==> src/logic/zeab_regs.svh <==
// Register indices, field positions and reset values of the zoned bus port.
// Assumes an includer that turns the indices into byte addresses itself.
`ifndef ZEAB_REGS_SVH
`define ZEAB_REGS_SVH

// ----------------------------------------------------------------------------
// Register indices (byte address is four times the index)
// ----------------------------------------------------------------------------
`define ZEAB_IDX_ZONE0_TIMING  16'h0B20
`define ZEAB_IDX_RSVD_TM_LO    16'h0B22
`define ZEAB_IDX_RSVD_TM_HI    16'h0B2A
`define ZEAB_IDX_ZONE6_TIMING  16'h0B2C
`define ZEAB_IDX_ZONE7_TIMING  16'h0B2E
`define ZEAB_IDX_RSVD_CFG1     16'h0B32
`define ZEAB_IDX_BUS_CFG       16'h0B34
`define ZEAB_IDX_BANK_CTRL     16'h0B38
`define ZEAB_IDX_MOD_REV       16'h0B3A
`define ZEAB_IDX_SOFT_RESET    16'h083D

// ----------------------------------------------------------------------------
// Fields and reset values
// ----------------------------------------------------------------------------
`define ZEAB_TM_SETUP_LSB      0
`define ZEAB_TM_ACTIVE_LSB     4
`define ZEAB_TM_HOLD_LSB       8
`define ZEAB_TM_FIELD_W        4
`define ZEAB_TM_RESET          32'h00000FFF
`define ZEAB_CFG_WIDE_BIT      0
`define ZEAB_CFG_BUSY_BIT      16
`define ZEAB_BANK_ZONE_LSB     0
`define ZEAB_BANK_CYC_LSB      3
`define ZEAB_BANK_RESET_ZONE   3'h7
`define ZEAB_BANK_RESET_CYC    3'h0
`define ZEAB_SRST_BIT          0
`define ZEAB_ZONE_A            3'h0
`define ZEAB_ZONE_B            3'h6
`define ZEAB_ZONE_C            3'h7

`endif

==> src/logic/zeab_pkg.sv <==
// Types shared by the zoned bus port modules.
// Assumes nothing beyond a SystemVerilog compiler.
`default_nettype none

package zeab_pkg;
  // --------------------------------------------------------------------------
  // Access sequencer states
  // --------------------------------------------------------------------------
  typedef enum logic [4:0] {
    ST_IDLE   = 5'h01,
    ST_GAP    = 5'h02,
    ST_SETUP  = 5'h04,
    ST_ACTIVE = 5'h08,
    ST_HOLD   = 5'h10
  } zeab_state_e;

  // State of one zone timing register
  typedef struct packed {
    logic [31:0] value;
  } zeab_treg_s;
endpackage

`default_nettype wire

==> src/logic/zeab_zone_decode.sv <==
// Zone number to chip-select index decoder.
// Assumes a three-bit zone number from the requester; purely combinational.
`default_nettype none
`include "zeab_regs.svh"

module zeab_zone_decode (
  input  wire logic [2:0] i_zone,   // Zone number of the request
  output logic      [1:0] o_idx,    // Chip-select index 0..2
  output logic            o_valid   // Zone is implemented
);
  // Fixed zones always decode, the rest are reserved
  always_comb begin
    o_idx   = 2'h0;
    o_valid = 1'b0;
    unique case (i_zone)
      `ZEAB_ZONE_A: begin
        o_idx   = 2'h0;
        o_valid = 1'b1;
      end
      `ZEAB_ZONE_B: begin
        o_idx   = 2'h1;
        o_valid = 1'b1;
      end
      `ZEAB_ZONE_C: begin
        o_idx   = 2'h2;
        o_valid = 1'b1;
      end
      default: begin
        o_idx   = 2'h0;
        o_valid = 1'b0;
      end
    endcase
  end
endmodule

`default_nettype wire

==> src/logic/zeab_zone_timing.sv <==
// One zone timing register with write and soft clear.
// Assumes one-cycle write and clear strobes from the register port.
`default_nettype none

module zeab_zone_timing #(
  parameter logic [31:0] RESET_VAL = 32'h00000FFF
) (
  input  wire logic        i_ref_clk,  // Clock
  input  wire logic        i_resetn,   // Async reset, low
  input  wire logic        i_wr,       // Write strobe
  input  wire logic [31:0] i_wdata,    // Write data
  input  wire logic        i_clear,    // Soft reset to default
  output logic      [31:0] o_value     // Current timing word
);
  zeab_pkg::zeab_treg_s r_ff;
  zeab_pkg::zeab_treg_s nxt_r;

  // Clear wins over a write in the same cycle
  always_comb begin
    nxt_r = r_ff;
    if (i_clear) begin
      nxt_r.value = RESET_VAL;
    end else if (i_wr) begin
      nxt_r.value = i_wdata;
    end
  end

  always_ff @(posedge i_ref_clk or negedge i_resetn) begin
    if (!i_resetn) begin
      r_ff.value <= RESET_VAL;
    end else begin
      r_ff <= nxt_r;
    end
  end

  assign o_value = r_ff.value;
endmodule

`default_nettype wire

==> src/logic/zeab_bus.sv <==
// Zoned external asynchronous bus port: register file and access sequencer.
// Assumes one requester that waits for o_req_ready and a register master
// with single-cycle strobes; the external parts need no clock.
//
// The address-and-strobe port was left to the implementer.
`default_nettype none
`include "zeab_regs.svh"

module zeab_bus #(
  parameter int          ADDR_W  = 20,
  parameter logic [15:0] REV_ID  = 16'h0A5C   // Arbitrary revision value
) (
  input  wire logic              i_ref_clk,    // 40 MHz clock
  input  wire logic              i_resetn,     // Async reset, low
  input  wire logic [15:0]       i_reg_addr,   // Register byte address
  input  wire logic [31:0]       i_reg_wdata,  // Register write data
  input  wire logic              i_reg_wr,     // Register write strobe
  input  wire logic              i_reg_rd,     // Register read strobe
  output logic      [31:0]       o_reg_rdata,  // Read data, cycle after strobe
  input  wire logic              i_req,        // Access request
  input  wire logic              i_req_we,     // 1 write, 0 read
  input  wire logic [2:0]        i_req_zone,   // Target zone number
  input  wire logic [ADDR_W-1:0] i_req_addr,   // Address within zone
  input  wire logic [31:0]       i_req_wdata,  // Write data
  input  wire logic [1:0]        i_req_hwen,   // Half-word enables, wide mode
  output logic                   o_req_ready,  // Request can be taken
  output logic                   o_rsp_valid,  // Access done pulse
  output logic                   o_rsp_err,    // Reserved zone or abort
  output logic      [31:0]       o_rsp_rdata,  // Read data of last read access
  output logic [ADDR_W-1:1]      o_xa,         // Address pins above bit 0
  output logic                   o_a0_we1,     // Address bit 0 or upper strobe
  output logic                   o_we0_n,      // Write strobe, low half
  output logic                   o_rd_n,       // Read strobe
  output logic      [2:0]        o_cs_n,       // Selects for zones 0, 6, 7
  output logic      [31:0]       o_xd_out,     // Data pins, driven value
  output logic                   o_xd_oe,      // Data pins driven
  input  wire logic [31:0]       i_xd_in       // Data pins, sampled value
);
  // --------------------------------------------------------------------------
  // State
  // --------------------------------------------------------------------------
  typedef struct packed {
    zeab_pkg::zeab_state_e state;
    logic [`ZEAB_TM_FIELD_W-1:0] cnt;
    logic [1:0]        idx;
    logic [2:0]        zone;
    logic [2:0]        last_zone;
    logic              last_valid;
    logic              we;
    logic [ADDR_W-1:0] addr;
    logic [31:0]       wdata;
    logic [1:0]        hwen;
    logic [31:0]       tm;
    logic              cfg_wide;
    logic [2:0]        bank_zone;
    logic [2:0]        bank_cyc;
    logic              srst;
    logic [2:0]        cs_n;
    logic              rd_n;
    logic              we0_n;
    logic              a0_we1;
    logic [31:0]       xd_out;
    logic              xd_oe;
    logic              req_ready;
    logic              rsp_valid;
    logic              rsp_err;
    logic [31:0]       rsp_rdata;
    logic [31:0]       reg_rdata;
  } zeab_core_s;

  zeab_core_s r_ff;
  zeab_core_s nxt_r;

  localparam int NZ = 3;
  localparam logic [15:0] TM_IDX [NZ] = '{`ZEAB_IDX_ZONE0_TIMING, `ZEAB_IDX_ZONE6_TIMING,
                                          `ZEAB_IDX_ZONE7_TIMING};

  function automatic logic [15:0] byte_of(input logic [15:0] idx);
    return {idx[13:0], 2'b00};
  endfunction

  logic [31:0] tm_val [NZ];
  logic [1:0]  dec_idx;
  logic        dec_valid;
  logic [31:0] tm_sel;
  logic        acc_on;
  logic        cs_on;

  // --------------------------------------------------------------------------
  // Zone decode and per-zone timing registers
  // --------------------------------------------------------------------------
  zeab_zone_decode u_decode (
    .i_zone  (i_req_zone),
    .o_idx   (dec_idx),
    .o_valid (dec_valid)
  );

  // One timing register per implemented zone only
  for (genvar g = 0; g < NZ; g++) begin : g_tm
    zeab_zone_timing #(
      .RESET_VAL (`ZEAB_TM_RESET)
    ) u_tm (
      .i_ref_clk (i_ref_clk),
      .i_resetn  (i_resetn),
      .i_wr      (i_reg_wr && (i_reg_addr == byte_of(TM_IDX[g]))),
      .i_wdata   (i_reg_wdata),
      .i_clear   (r_ff.srst),
      .o_value   (tm_val[g])
    );
  end

  // Timing word of the targeted zone
  always_comb begin
    tm_sel = tm_val[0];
    if (dec_idx == 2'h1) begin
      tm_sel = tm_val[1];
    end else if (dec_idx == 2'h2) begin
      tm_sel = tm_val[2];
    end
  end

  // --------------------------------------------------------------------------
  // Next state: registers, sequencer, pins
  // --------------------------------------------------------------------------
  always_comb begin
    nxt_r           = r_ff;
    nxt_r.rsp_valid = 1'b0;
    nxt_r.rsp_err   = 1'b0;
    nxt_r.srst      = 1'b0;
    nxt_r.reg_rdata = 32'h00000000;
    acc_on          = 1'b0;
    cs_on           = 1'b0;
    // Register writes; reserved slots ignore writes
    if (i_reg_wr) begin
      if (i_reg_addr == byte_of(`ZEAB_IDX_BUS_CFG)) begin
        nxt_r.cfg_wide = i_reg_wdata[`ZEAB_CFG_WIDE_BIT];
      end
      if (i_reg_addr == byte_of(`ZEAB_IDX_BANK_CTRL)) begin
        nxt_r.bank_zone = i_reg_wdata[`ZEAB_BANK_ZONE_LSB +: 3];
        nxt_r.bank_cyc  = i_reg_wdata[`ZEAB_BANK_CYC_LSB +: 3];
      end
      if (i_reg_addr == byte_of(`ZEAB_IDX_SOFT_RESET)) begin
        nxt_r.srst = i_reg_wdata[`ZEAB_SRST_BIT];
      end
    end
    // Register reads; unmapped and reserved read zero
    if (i_reg_rd) begin
      for (int k = 0; k < NZ; k++) begin
        if (i_reg_addr == byte_of(TM_IDX[k])) begin
          nxt_r.reg_rdata = tm_val[k];
        end
      end
      if (i_reg_addr == byte_of(`ZEAB_IDX_BUS_CFG)) begin
        nxt_r.reg_rdata[`ZEAB_CFG_WIDE_BIT] = r_ff.cfg_wide;
        nxt_r.reg_rdata[`ZEAB_CFG_BUSY_BIT] = (r_ff.state != zeab_pkg::ST_IDLE);
      end
      if (i_reg_addr == byte_of(`ZEAB_IDX_BANK_CTRL)) begin
        nxt_r.reg_rdata[`ZEAB_BANK_ZONE_LSB +: 3] = r_ff.bank_zone;
        nxt_r.reg_rdata[`ZEAB_BANK_CYC_LSB +: 3]  = r_ff.bank_cyc;
      end
      if (i_reg_addr == byte_of(`ZEAB_IDX_MOD_REV)) begin
        nxt_r.reg_rdata[15:0] = REV_ID;
      end
    end
    // Access sequencer
    unique case (r_ff.state)
      zeab_pkg::ST_IDLE: begin
        if (i_req && r_ff.req_ready) begin
          if (!dec_valid) begin
            // Reserved zone answered at once, no select
            nxt_r.rsp_valid = 1'b1;
            nxt_r.rsp_err   = 1'b1;
          end else begin
            // Zones 0, 6, 7 need no enabling step
            nxt_r.idx   = dec_idx;
            nxt_r.zone  = i_req_zone;
            nxt_r.we    = i_req_we;
            nxt_r.addr  = i_req_addr;
            nxt_r.wdata = i_req_wdata;
            nxt_r.hwen  = i_req_hwen;
            nxt_r.tm    = tm_sel;
            if (r_ff.last_valid && (r_ff.last_zone != i_req_zone) && (r_ff.bank_cyc != 3'h0)
                && ((r_ff.last_zone == r_ff.bank_zone) || (i_req_zone == r_ff.bank_zone))) begin
              nxt_r.state = zeab_pkg::ST_GAP;
              nxt_r.cnt   = {1'b0, r_ff.bank_cyc} - 4'h1;
            end else begin
              nxt_r.state = zeab_pkg::ST_SETUP;
              nxt_r.cnt   = tm_sel[`ZEAB_TM_SETUP_LSB +: `ZEAB_TM_FIELD_W];
            end
          end
        end
      end
      zeab_pkg::ST_GAP: begin
        if (r_ff.cnt == 4'h0) begin
          nxt_r.state = zeab_pkg::ST_SETUP;
          nxt_r.cnt   = r_ff.tm[`ZEAB_TM_SETUP_LSB +: `ZEAB_TM_FIELD_W];
        end else begin
          nxt_r.cnt = r_ff.cnt - 4'h1;
        end
      end
      zeab_pkg::ST_SETUP: begin
        if (r_ff.cnt == 4'h0) begin
          nxt_r.state = zeab_pkg::ST_ACTIVE;
          nxt_r.cnt   = r_ff.tm[`ZEAB_TM_ACTIVE_LSB +: `ZEAB_TM_FIELD_W];
        end else begin
          nxt_r.cnt = r_ff.cnt - 4'h1;
        end
      end
      zeab_pkg::ST_ACTIVE: begin
        if (r_ff.cnt == 4'h0) begin
          nxt_r.state = zeab_pkg::ST_HOLD;
          nxt_r.cnt   = r_ff.tm[`ZEAB_TM_HOLD_LSB +: `ZEAB_TM_FIELD_W];
          if (!r_ff.we) begin
            nxt_r.rsp_rdata = r_ff.cfg_wide ? i_xd_in : {16'h0000, i_xd_in[15:0]};
          end
        end else begin
          nxt_r.cnt = r_ff.cnt - 4'h1;
        end
      end
      zeab_pkg::ST_HOLD: begin
        if (r_ff.cnt == 4'h0) begin
          nxt_r.state      = zeab_pkg::ST_IDLE;
          nxt_r.rsp_valid  = 1'b1;
          nxt_r.last_zone  = r_ff.zone;
          nxt_r.last_valid = 1'b1;
        end else begin
          nxt_r.cnt = r_ff.cnt - 4'h1;
        end
      end
      default: begin
        nxt_r.state = zeab_pkg::ST_IDLE;
      end
    endcase
    // Soft reset aborts an access and restores configuration
    if (nxt_r.srst) begin
      if (r_ff.state != zeab_pkg::ST_IDLE) begin
        nxt_r.rsp_valid = 1'b1;
        nxt_r.rsp_err   = 1'b1;
      end
      nxt_r.state      = zeab_pkg::ST_IDLE;
      nxt_r.cfg_wide   = 1'b0;
      nxt_r.bank_zone  = `ZEAB_BANK_RESET_ZONE;
      nxt_r.bank_cyc   = `ZEAB_BANK_RESET_CYC;
      nxt_r.last_valid = 1'b0;
    end
    nxt_r.req_ready = (nxt_r.state == zeab_pkg::ST_IDLE);
    // Pins follow the next state, so they leave the flops with it
    acc_on = (nxt_r.state == zeab_pkg::ST_ACTIVE);
    cs_on  = (nxt_r.state == zeab_pkg::ST_SETUP) || acc_on || (nxt_r.state == zeab_pkg::ST_HOLD);
    nxt_r.cs_n = 3'h7;
    if (cs_on) begin
      nxt_r.cs_n[nxt_r.idx] = 1'b0;
    end
    nxt_r.rd_n = !(acc_on && !nxt_r.we);
    if (nxt_r.cfg_wide) begin
      nxt_r.we0_n  = !(acc_on && nxt_r.we && nxt_r.hwen[0]);
      nxt_r.a0_we1 = !(acc_on && nxt_r.we && nxt_r.hwen[1]);
      nxt_r.xd_out = nxt_r.wdata;
    end else begin
      nxt_r.we0_n  = !(acc_on && nxt_r.we);
      nxt_r.a0_we1 = nxt_r.addr[0];
      nxt_r.xd_out = {16'h0000, nxt_r.wdata[15:0]};
    end
    nxt_r.xd_oe = cs_on && nxt_r.we;
  end

  // --------------------------------------------------------------------------
  // State register
  // --------------------------------------------------------------------------
  always_ff @(posedge i_ref_clk or negedge i_resetn) begin
    if (!i_resetn) begin
      r_ff           <= '0;
      r_ff.state     <= zeab_pkg::ST_IDLE;
      r_ff.bank_zone <= `ZEAB_BANK_RESET_ZONE;
      r_ff.bank_cyc  <= `ZEAB_BANK_RESET_CYC;
      r_ff.cs_n      <= 3'h7;
      r_ff.rd_n      <= 1'b1;
      r_ff.we0_n     <= 1'b1;
      r_ff.req_ready <= 1'b1;
    end else begin
      r_ff <= nxt_r;
    end
  end

  // Outputs straight from the state flops
  assign o_reg_rdata = r_ff.reg_rdata;
  assign o_req_ready = r_ff.req_ready;
  assign o_rsp_valid = r_ff.rsp_valid;
  assign o_rsp_err   = r_ff.rsp_err;
  assign o_rsp_rdata = r_ff.rsp_rdata;
  assign o_xa        = r_ff.addr[ADDR_W-1:1];
  assign o_a0_we1    = r_ff.a0_we1;
  assign o_we0_n     = r_ff.we0_n;
  assign o_rd_n      = r_ff.rd_n;
  assign o_cs_n      = r_ff.cs_n;
  assign o_xd_out    = r_ff.xd_out;
  assign o_xd_oe     = r_ff.xd_oe;

  // --------------------------------------------------------------------------
  // Checks
  // --------------------------------------------------------------------------
  logic [4:0] act_len_ff;

  // Cycles spent so far in the strobe phase
  always_ff @(posedge i_ref_clk or negedge i_resetn) begin
    if (!i_resetn) begin
      act_len_ff <= 5'h00;
    end else begin
      act_len_ff <= (r_ff.state == zeab_pkg::ST_ACTIVE) ? act_len_ff + 5'h01 : 5'h00;
    end
  end
endmodule

`default_nettype wire

==> config.mk <==
export PLATFORM = sky130hd
export DESIGN_NAME = zeab_bus
export DESIGN_NICKNAME = d
export VERILOG_FILES = /design/src/logic/zeab_pkg.sv /design/src/logic/zeab_zone_decode.sv /design/src/logic/zeab_zone_timing.sv /design/src/logic/zeab_bus.sv
export VERILOG_INCLUDE_DIRS = /design/src /design/src/logic
export SDC_FILE = /design/constraint.sdc
export NUM_CORES = 1
export LEC_CHECK = 0
export BUFFER_PORTS_ARGS = -buffer_cell sky130_fd_sc_hd__buf_2
export CORE_AREA = 2 2 217 219
export DETAILED_ROUTE_END_ITERATION = 10
export DIE_AREA = 0 0 219 221
export MAX_ROUTING_LAYER = met4
export SETUP_SLACK_MARGIN = 0.02
export SLEW_MARGIN = 10
export SYNTH_ARGS = -nofsm -noshare
export SYNTH_HDL_FRONTEND = slang
export SYNTH_HIERARCHICAL = 1
export SYNTH_SLANG_ARGS = --single-unit
export TNS_END_PERCENT = 20
==> constraint.sdc <==
create_clock -name i_ref_clk -period 2.75 [get_ports i_ref_clk]
set_clock_uncertainty 0.05 [all_clocks]
set_input_delay 0.55 -clock i_ref_clk [delete_from_list [all_inputs] [get_ports i_ref_clk]]
set_output_delay 0.55 -clock i_ref_clk [all_outputs]
set_load 0.05 [all_outputs]
# == After elaboration in Yosys (flattened, before gate mapping) ==
# Cells that the tools add are included.
# classes
n_addsub,2
order_cmp,2
n_eq_ne,27
mux,56
bitwise_logic,2
reduce_logical,39
# ops
cell,count
$mux 32,13
$mux 87,3
$eq 16x14->1 const B,7
$mux 34,1
$mux 5,6
$mux 14,2
$pmux 5 s5,1
$pmux 4 s5,1
$mux 16,1
$mux 4,4
$mux 7,2
$reduce_bool 2->1,7
$logic_and 1x1->1,13
$mux 6,2
$mux 1,11
$eq 5x1->1 const B,2
$eq 5x3->1 const B,2
$eq 5x4->1 const B,2
$eq 5x5->1 const B,2
$mux 2,4
$mux 8,1
$eq 3x3->1,2
$eq 3x3->1 const B,2
$ne 2x2->1 const B,3
other kinds (25),34
# word_totals
reg_bits,315
out_inout_bits,125

# == Longest topological paths before layout ==
# Gate-level depths: netlist (run 1).
# logic_depth
word_depth,15
ltp_mapped,10
ltp_nobuf,7

# == Hierarchy ==
# The synthesis (run 1) kept the hierarchy.
# modules_own_cells
mod,instances,cells_per_inst,area_each_um2
zeab_bus,1,974,9525.4
zeab_zone_timing,3,103,1353.8
zeab_zone_decode,1,5,25.0

# == Worst setup path after synthesis (run 1) ==
# Ideal clock, no wire load.
# synth_timing
kind,in2reg
startpoint,input port i_reg_addr[9]
endpoint,"register g_tm[2].u_tm.r_ff, in the netlist g_tm[2].u_tm/o_value[12]"
setup_time_ps,132
arrival_ps,2398
slack_ps,170
cell_stages,10
path_cell_list,nor4b_2 -> nand4_1 -> buf_2 -> nor3_1 -> buf_2 -> and3_1 -> buf_6 -> buf_12 -> mux2i_1 -> nor2_1
# synth_between
elab_chain_cells,3
# synth_lines
element,line,text
from (decl),zeab_bus.sv:15,"input wire logic [15:0] i_reg_addr,"
$eq 16x14->1,zeab_bus.sv:105,".i_wr (i_reg_wr && (i_reg_addr == byte_of(TM_IDX[g]))),"
$logic_and 1x1->1,zeab_bus.sv:105,
$reduce_bool 2->1 (no line),n/a,
to (signal assigned),zeab_zone_timing.sv:32,r_ff <= nxt_r;
to (decl),zeab_zone_timing.sv:15,zeab_pkg::zeab_treg_s r_ff;
# No other way between the ends.
# A chain may end at the register's enable or synchronous reset.

==> run summary, run 1 <==
count leader, synth: nand2_1
crit path launch type: flop
Arrival @ worst endpoint: 2.84 ns
worst skew pair latency: 0.55 ns
Worst Path Buf+Inv: 0
top cells by count, synth: nand2_1, dfrtp_1, buf_4
Iteration-0 DRC Markers: 558
Max VDD drop: 0.622 mV
initial core utilization: 0.296
Netlist cell types: 69
setup_tns: 0 ns
number of nets in the layout: 1597
vias in the first global route: 9861
Area contributors post-synth: dfrtp_1, dfstp_2, nand2_1, buf_4, mux2i_1
synth-to-layout area growth: 18.4%
GRT overflow: 0
Crit path largest cell delay: 0.58 ns
Max Freq: 405 MHz
period utilization: 0.897
critical path fanouts, max: 10
CP max stage cell: dfrtp_1
first-pass GRT wire length: 54900 um
dominant delay contributor by cell family on the critical path: simple AND/OR/NAND/NOR gates
GRT Total Usage: 0.147
DRC Markers: 0
vias: 9656
Core Area: 46100 sq um
final instance area: 16100 sq um
depth of the CTS H-tree: 2
status: finished clean
setup bufs post-CTS: 0
wire per inst: 16.8 um
Syn. warnings: 6
CTS Sinks: 279
initial antenna violation count: 7
power per cell area: 771 nW/um^2
ys flop type: dfrtp_1
Final Max Slew Viols: 0
Area after DPL: 14900 sq um
GPL Wtd Cong: 0.874
mean post-synth cell area: 10.6 sq um
post-synth design cell area: 13600 sq um
count of state elements after synthesis: 279
Worst EP required: 3.13 ns
Hold/Removal Path Class: in -> reg
EDFF count, synth: 0
Setup crit end kind: flop
Clock Tree Buf Depth: 3
DP HPWL: 24400 um
DRT Wirelength: 35000 um
Layout Cells excl Fill: 2087
die height: 221 um
worst-margin pin slew: 0.794 ns
drt via density: 4.63
CTS Buf Count: 34
register area share after synthesis: 0.517
placed cell count: 2020
TritonCTS clock tree: yes
num rows: 79
Die Area: 48400 sq um
Post-Syn Nets: 1435
Syn Inst Count: 1288
I/O Buffers: 267
share of the synthesized area in the top cell type: 0.428
CTS root buf: clkbuf_16
largest net degree at the start of global routing: 97
crit-path cells: nor2b_2, o31ai_2, o311a_4, or4_1, mux2_2
RSZ-0062 raised after global routing: no
Leak Pwr: 0.00792 uW
Crit Path Category: reg -> reg
Reg clk slew, reported paths: 0.06 ns
layout cell share with drive strength beyond 1: 0.342
slew margin rel.: 0.471
Min Hold Slack: 0.156 ns
DR pass1 iterations: 6
Fillers: 4640
io pins: 268
Tot Pwr: 12400 uW
Max Cap Viol: 0
min cycle time layout: 2.47 ns
Post-synth ARST share: 1.00
post-synth top area cell: dfrtp_1
chip width: 219 um
setup violators final: 0
Antenna Nets Post-Route: 0
Final Hold Viols: 0
[cell type report]
type / count / area [sq um] / share of cell area
inverters: 15 / 56.3 / 0.00349
multi-input cells: 804 / 5190 / 0.322
clock inverters: 12 / 191 / 0.0119
repair buffers: 316 / 1890 / 0.117
diodes: 7 / 17.5 / 0.00109
clock buffers: 47 / 970 / 0.0602
flip-flops and latches: 279 / 7040 / 0.437
well taps: 607 / 759 / 0.0471
[logic make-up (layout without fill, tap and decap cells)]
logic type | after synthesis | count (layout) | share of synthesized area
simple gates | 469 | 469 | 0.161
fa+ha+maj | 4 | 4 | 0.00368
flops | 279 | 279 | 0.517
compound gates | 169 | 169 | 0.0903
other cells | 0 | 7 | 0
xor+xnor | 12 | 12 | 0.00772
mux | 150 | 150 | 0.116
buf+inv | 205 | 390 | 0.104
[worst register-to-register path: cells and delay by family (launching register included)]
family	cells	cell delay, ns
compound gates	2	0.44
flops	1	0.58
mux	1	0.27
simple gates	2	1.00
[state kept, by name, summed over array words and instances, names as in the netlist]
| signal | flops |
|---|---|
| g_tm.u_tm/o_value | 96 |
| r_ff | 58 |
| o_reg_rdata | 32 |
| o_rsp_rdata | 32 |
| o_xd_out | 32 |
| o_xa | 19 |
| o_cs_n | 3 |
| o_a0_we1 | 1 |
| o_rd_n | 1 |
| o_req_ready | 1 |
| o_rsp_err | 1 |
| o_rsp_valid | 1 |
| o_we0_n | 1 |
| o_xd_oe | 1 |
[metrics by stage]
step | worst slack [ns] | util
2_1_floorplan | 0.170 | -
3_3_place_gp | 0.148 | 0.324
3_5_place_dp | 0.124 | 0.324
4_1_cts | 0.308 | 0.350
5_1_grt | 0.180 | 0.350
6_report | 0.284 | 0.350
[layer usage]
metal  GRT usage  vias up  routed length [um]
li1            -     4584                   -
met2       0.234      307               16500
met3      0.0368       59                2480
met5           -        -                   0
met1       0.183     4706               15200
met4      0.0484        0                 809
[power breakdown]
group          internal (uW)  total, uW  switching, uW
combinational            826       2790           1970
clock                   2860       4670           1810
sequential              4670       4970            299
total                   8350      12400           4080
[layout by cell type (no fill, tap or decap), drive strengths merged, types with 5 or more instances in the layout]
cell type,netlist,layout
nand2,239,239
clkinv,0,5
nor3,16,16
nand3,11,11
a21oi,7,7
inv,15,16
diode,0,7
dfstp,46,46
nand2b,5,5
mux2i,84,84
nand4,7,7
a211o,36,36
nor2b,51,51
xor2,6,6
dfrtp,233,233
nor2,86,86
a21boi,5,5
nor4,6,6
clkbuf,32,47
buf,158,315
and3,5,5
o21ai,49,49
or3,6,6
mux2,66,66
o211ai,5,5
xnor2,6,6
a22oi,31,31
and2b,21,21
[path summary, 6_finish.rpt]
check | startpoint | to | slack (ns) | depth (start not counted)
max in group asynchronous | i_resetn | o_xd_out[26] | 1.37 | 3
worst min-delay path | i_xd_in[1] | o_rsp_rdata[1] | 0.16 | 3
min in group asynchronous | i_resetn | o_reg_rdata[22] | 0.48 | 2
worst min register to register | r_ff[205] | r_ff[202] | 0.41 | 2
worst max register to register | r_ff[216] | o_a0_we1 | 0.28 | 5
worst max-delay path | r_ff[216] | o_a0_we1 | 0.28 | 5
[timing repair]
item,4_1_cts,5_1_grt
endpoints found under the setup margin,0,0
endpoints found under the hold margin,31,0
hold buffers,1,0
resized for setup,0,0
(Power assumes the default switching activity.)
==> run 2: changes to the inputs <==
--- a/config.mk
+++ b/config.mk
@@ -10,6 +10,7 @@
 export CORE_AREA = 2 2 217 219
 export DETAILED_ROUTE_END_ITERATION = 10
 export DIE_AREA = 0 0 219 221
+export GPL_TIMING_DRIVEN = 0
 export MAX_ROUTING_LAYER = met4
 export SETUP_SLACK_MARGIN = 0.02
 export SLEW_MARGIN = 10
==> run 2 against run 1 <==
Net effect: clock power grew 4%; combinational power grew 14%; hold slack gained 0.0019 ns; register-to-register slack lost 0.06 ns; non-clock buffer count grew 144; critical path type is now in -> reg; critical endpoint is now g_tm[0].u_tm/o_value[30].
==> run summary, run 2 (synthesis results as in run 1) <==
status: finished clean (unchanged)
synth-to-layout area growth: 25.6% (was 18.4%)
Hold/Removal Path Class: in -> reg (unchanged)
GRT Total Usage: 0.159 (was 0.147)
Antenna Nets Post-Route: 0 (unchanged)
depth of the CTS H-tree: 2 (unchanged)
initial antenna violation count: 2 (was 7)
Area after DPL: 15800 sq um (was 14900 sq um)
vias in the first global route: 10503 (was 9861)
first-pass GRT wire length: 58800 um (was 54900 um)
chip width: 219 um (unchanged)
critical path fanouts, max: 10 (unchanged)
Worst EP required: 3.10 ns (was 3.13 ns)
wire per inst: 16.7 um (was 16.8 um)
io pins: 268 (unchanged)
Setup crit end kind: flop (unchanged)
slew margin rel.: 0.262 (was 0.471)
GPL Wtd Cong: 0.871 (was 0.874)
Iteration-0 DRC Markers: 671 (was 558)
largest net degree at the start of global routing: 98 (was 97)
max reg flops: 96 (unchanged)
Worst Setup SP: i_reg_addr[9] (was r_ff[216])
met3 Resource Use GR: 0.0335 (was 0.0368)
setup violators final: 0 (unchanged)
vias: 10318 (was 9656)
crit-path most repeated cell: buf_4
Clock Tree Buf Depth: 3 (unchanged)
post-route core utilization: 0.371 (was 0.350)
die height: 221 um (unchanged)
DRC Markers: 0 (unchanged)
Max VDD drop: 0.740 mV (was 0.622 mV)
crit path launch type: input port (was flop)
power per cell area: 758 nW/um^2 (was 771 nW/um^2)
min cycle time layout: 2.62 ns (was 2.47 ns)
num rows: 79 (unchanged)
layer with the highest usage: met2 (unchanged)
DR pass1 iterations: 5 (was 6)
CTS Buf Count: 35 (was 34)
CTS Sinks: 279 (unchanged)
I/O Buffers: 265 (was 267)
number of nets in the layout: 1742 (was 1597)
CTS root buf: clkbuf_16 (unchanged)
flop2flop setup slack: 0.22 ns (was 0.28 ns)
layout cell share with drive strength beyond 1: 0.382 (was 0.342)
Min Hold Slack: 0.158 ns (was 0.156 ns)
hold_sp: i_xd_in[12] (was i_xd_in[1])
met2 Track Usage GR: 0.250 (was 0.234)
Final Hold Viols: 0 (unchanged)
DP HPWL: 26400 um (was 24400 um)
commonest non-fill, non-tap cells in the layout: buf_2, nand2_1, dfrtp_1, buf_4, nor2_1 (was buf_2, nand2_1, dfrtp_1, nor2_1, mux2i_1)
TritonCTS clock tree: yes (unchanged)
Crit path largest cell delay: 0.31 ns (was 0.58 ns)
Crit Path Category: in -> reg (was reg -> reg)
Max Cap Viol: 0 (unchanged)
met1 Use GR: 0.204 (was 0.183)
Reg clk slew, reported paths: 0.06 ns (about the same)
commonest non-fill, non-tap cell in the layout: buf_2 (unchanged)
Core Area: 46100 sq um (unchanged)
Arrival @ worst endpoint: 2.97 ns (was 2.84 ns)
GRT overflow: 0 (unchanged)
worst skew pair latency: 0.55 ns (about the same)
DRT Wirelength: 37400 um (was 35000 um)
period utilization: 0.952 (was 0.897)
final instance area: 17100 sq um (was 16100 sq um)
drt via density: 4.62 (was 4.63)
crit-path cells: buf_2, nor4b_2, nand4_1, buf_4, nor3b_2, buf_4, buf_4, and2_2, buf_6, buf_12, mux2i_1, nor2_1 (was nor2b_2, o31ai_2, o311a_4, or4_1, mux2_2)
Max Freq: 382 MHz (was 405 MHz)
RSZ-0062 raised after global routing: no (unchanged)
Final WS setup: 0.133 ns (was 0.284 ns)
worst-margin pin slew: 1.10 ns (was 0.794 ns)
CP max stage cell: nor4b_2 (was dfrtp_1)
DP Worst Slack: -0.810 ns (was 0.124 ns)
Final Max Slew Viols: 0 (unchanged)
initial core utilization: 0.296 (unchanged)
Die Area: 48400 sq um (unchanged)
Leak Pwr: 0.00856 uW (was 0.00792 uW)
Reg-to-Reg Start: r_ff[210] (was r_ff[216])
run 2: cell count changes in the layout (fill, tap and decap cells not counted), sizes merged:
cell | before | now
buf | 315 | 425
diode | 7 | 2
bufinv | 4 | 3
clkbuf | 47 | 87
inv | 16 | 17
clkinvlp | 2 | 1
run 2: routing by layer:
metal | vias up | part of all wire
li1 | 4877 | -
met1 | 5068 | 0.45
met2 | 310 | 0.47
met3 | 63 | 0.061
met4 | 0 | 0.024
met5 | - | 0
run 2: area by class of cell:
class / count / area [sq um]
Antenna cell: 2 / 5.00
Timing Repair Buffer: 270 / 1440
Buffer: 190 / 1370
Multi-Input combinational cell: 804 / 5200
Tap cell: 607 / 759
Sequential cell: 279 / 7040
Fill cell: 4640 / 29000
Clock buffer: 53 / 1080
Clock inverter: 11 / 155
Inverter: 15 / 56.3
run 2: critical path: cells and delay by family:
kind	cells	cell delay, ns
AND/OR/NAND/NOR	5	1.06
buffers and inverters	6	1.14
multiplexers	1	0.20
run 2: per-stage QoR:
stage	setup TNS (ns)	total power, uW	instances
finish	0	13000	2231
CTS	0	13200	2228
detailed placement	-99.48	8200	2163
global route	0	13600	2231
global placement	-1192.05	8120	2160
floorplan	0	7350	1288
run 2: power breakdown:
part | leakage (uW) | internal, uW | switching [uW]
sequential | 0.00343 | 4670 | 265
clock | 0.000606 | 3000 | 1840
combinational | 0.00452 | 1120 | 2060
total | 0.00856 | 8790 | 4160
run 2: final timing paths:
path / end / cells after the start
worst max-delay path: g_tm[0].u_tm/o_value[30] / 12
worst min-delay path: o_rsp_rdata[12] / 3
worst max register to register: r_ff[211] / 8
worst min register to register: r_ff[202] / 2
max in group asynchronous: r_ff[111] / 5
min in group asynchronous: o_reg_rdata[24] / 2
run 2: what timing repair did:
action | in CTS | in global routing
setup endpoints to repair | 122 | 107
buffers inserted | 0 | 1
hold endpoints to repair | 43 | 0
pin swaps | 0 | 1
hold buffers | 1 | 0
gates resized for setup | 8 | 9
==> run 3: changes to the inputs <==
--- a/config.mk
+++ b/config.mk
@@ -12,7 +12,8 @@
 export DIE_AREA = 0 0 219 221
 export GPL_TIMING_DRIVEN = 0
 export MAX_ROUTING_LAYER = met4
-export SETUP_SLACK_MARGIN = 0.02
+export SETUP_SLACK_MARGIN = 0.05
+export SKIP_CTS_REPAIR_TIMING = 1
 export SLEW_MARGIN = 10
 export SYNTH_ARGS = -nofsm -noshare
 export SYNTH_HDL_FRONTEND = slang
==> constraint.sdc (replaced) <==
create_clock -name i_ref_clk -period 2.75 [get_ports i_ref_clk]
set_clock_uncertainty 0.05 [all_clocks]
set_input_delay 0 -clock i_ref_clk [delete_from_list [all_inputs] [get_ports i_ref_clk]]
set_output_delay 0 -clock i_ref_clk [all_outputs]
set_load 0.05 [all_outputs]
==> run 3 against run 2 <==
Net effect: sequential cell count did not move; clock power about the same; maximum frequency increased by 3.0%; final cell count up 5.9%; sequential power about the same; routed wire length grew 4.2%; the run now ends with negative hold slack left; non-clock buffer count rose by 131; die area did not move; hold slack got worse by 0.17 ns; utilization increased by 2.8 points; via count grew 5.0%.
==> run summary, run 3 (synthesis results as in run 1) <==
setup violators final: 0 (unchanged)
Reg clk slew, reported paths: 0.06 ns (about the same)
DRC Markers: 0 (unchanged)
RSZ-0062 raised after global routing: yes (was no)
Clock Tree Buf Depth: 3 (unchanged)
failing checks: negative hold slack
DP HPWL: 26400 um (unchanged)
Tot Pwr: 13100 uW (was 13000 uW)
Area after DPL: 15800 sq um (unchanged)
Antenna Nets Post-Route: 0 (unchanged)
final instance area: 18400 sq um (was 17100 sq um)
GRT Total Usage: 0.158 (was 0.159)
depth of the CTS H-tree: 2 (unchanged)
io pins: 268 (unchanged)
Worst Setup SP: r_ff[210] (was i_reg_addr[9])
wire per inst: 16.5 um (was 16.7 um)
CTS root buf: clkbuf_16 (unchanged)
Worst EP required: 3.13 ns (was 3.10 ns)
placed cell count: 2163 (unchanged)
first-pass GRT wire length: 58700 um (was 58800 um)
Setup crit end kind: flop (unchanged)
I/O Buffers: 265 (unchanged)
synth-to-layout area growth: 35.1% (was 25.6%)
commonest non-fill, non-tap cell in the layout: buf_2 (unchanged)
commonest non-fill, non-tap cells in the layout: buf_2, nand2_1, dfrtp_1, dlygate4sd3_1, buf_4 (was buf_2, nand2_1, dfrtp_1, buf_4, nor2_1)
Leak Pwr: 0.00910 uW (was 0.00856 uW)
vias in the first global route: 10486 (was 10503)
number of nets in the layout: 1873 (was 1742)
worst skew pair latency: 0.55 ns (about the same)
max reg flops: 96 (unchanged)
DRT Wirelength: 38900 um (was 37400 um)
Final Max Slew Viols: 0 (unchanged)
Final Hold Viols: 2 (was 0)
critical path fanouts, max: 9 (was 10)
CTS Buf Count: 35 (unchanged)
Hold/Removal Path Class: in -> reg (unchanged)
Fillers: 4485 (was 4640)
Core Area: 46100 sq um (unchanged)
slew margin rel.: 0.277 (was 0.262)
Reg-to-Reg Start: r_ff[210] (unchanged)
TritonCTS clock tree: yes (unchanged)
Max VDD drop: 0.711 mV (was 0.740 mV)
Max Cap Viol: 0 (unchanged)
initial core utilization: 0.296 (unchanged)
layout cell share with drive strength beyond 1: 0.349 (was 0.382)
Max Freq: 393 MHz (was 382 MHz)
crit path launch type: flop (was input port)
Arrival @ worst endpoint: 2.92 ns (was 2.97 ns)
GPL Wtd Cong: 0.871 (unchanged)
CTS Sinks: 279 (unchanged)
worst-margin pin slew: 1.08 ns (was 1.10 ns)
Die Area: 48400 sq um (unchanged)
status: complete, but fails checks (was finished clean)
period utilization: 0.924 (was 0.952)
Iteration-0 DRC Markers: 691 (was 671)
DR pass1 iterations: 5 (unchanged)
hold_sp: i_reg_wr (was i_xd_in[12])
GRT overflow: 0 (unchanged)
power per cell area: 714 nW/um^2 (was 758 nW/um^2)
Min Hold Slack: -0.00705 ns (was 0.158 ns)
min cycle time layout: 2.54 ns (was 2.62 ns)
Layout Cells excl Fill: 2362 (was 2231)
chip width: 219 um (unchanged)
num rows: 79 (unchanged)
Crit Path Category: reg -> reg (was in -> reg)
vias: 10834 (was 10318)
largest net degree at the start of global routing: 98 (unchanged)
initial antenna violation count: 2 (unchanged)
drt via density: 4.59 (was 4.62)
die height: 221 um (unchanged)
[run 3: changes by cell type in the layout (fill, tap and decap cells not counted), moves of 2 or more]
cell and change:
clkbuf_2 -3, buf_2 +3, buf_4 -4, dlygate4sd3_1 +131
buf_1 +2, and3_2 -2, and3_1 +2
[run 3: worst max-delay path, stage by stage, from the launching register on]
cell,delay [ns]
dfrtp_1,0.40
inv_1,0.11
ha_1,0.25
or3b_2,0.19
clkbuf_1,0.35
nor3_2,0.15
a31oi_1,0.48
o21ai_1,0.14
o32a_1,0.30
[run 3: metrics by stage]
stage / worst slack [ns] / utilization / setup TNS, ns
final: 0.209 / 0.399 / 0
after CTS: -0.191 / 0.370 / -3.90
after floorplan: 0.493 / - / 0
after detailed placement: -0.260 / 0.343 / -18.97
after global routing: 0.0527 / 0.399 / 0
after global placement: -3.72 / 0.341 / -959.63
[run 3: worst paths after layout]
path	endpoint	slack, ns	cells past startpoint
max	r_ff[211]	0.21	8
min	r_ff[111]	-0.007	3
max reg2reg	r_ff[211]	0.21	8
min reg2reg	r_ff[202]	0.41	2
max in group asynchronous	r_ff[111]	0.96	6
min in group asynchronous	o_reg_rdata[24]	0.47	4
[run 3: area by class of cell]
cell class | count | area (sq um) | share of cell area
flip-flops and latches | 279 | 7040 | 0.383
inverters | 15 | 56.3 | 0.00306
repair buffers | 401 | 2770 | 0.150
diodes | 2 | 5.00 | 0.000272
well taps | 607 | 759 | 0.0413
plain buffers | 190 | 1350 | 0.0736
clock buffers | 53 | 1080 | 0.0585
multi-input cells | 804 | 5180 | 0.282
clock inverters | 11 | 155 | 0.00844
[run 3: report_power, final]
| part | internal (uW) | leakage, uW | switching (uW) | total, uW |
|---|---|---|---|---|
| logic | 1250 | 0.00506 | 2100 | 3350 |
| registers | 4670 | 0.00343 | 269 | 4940 |
| clock network | 3000 | 0.000606 | 1840 | 4850 |
[run 3: routing by layer]
layer,up-vias,wire (um),part of all wire,global-route usage
met4,0,865,0.022,0.0473
met1,5277,17000,0.44,0.204
met2,354,18600,0.48,0.250
li1,5136,-,-,-
met5,-,0,0,-
met3,67,2460,0.063,0.0335
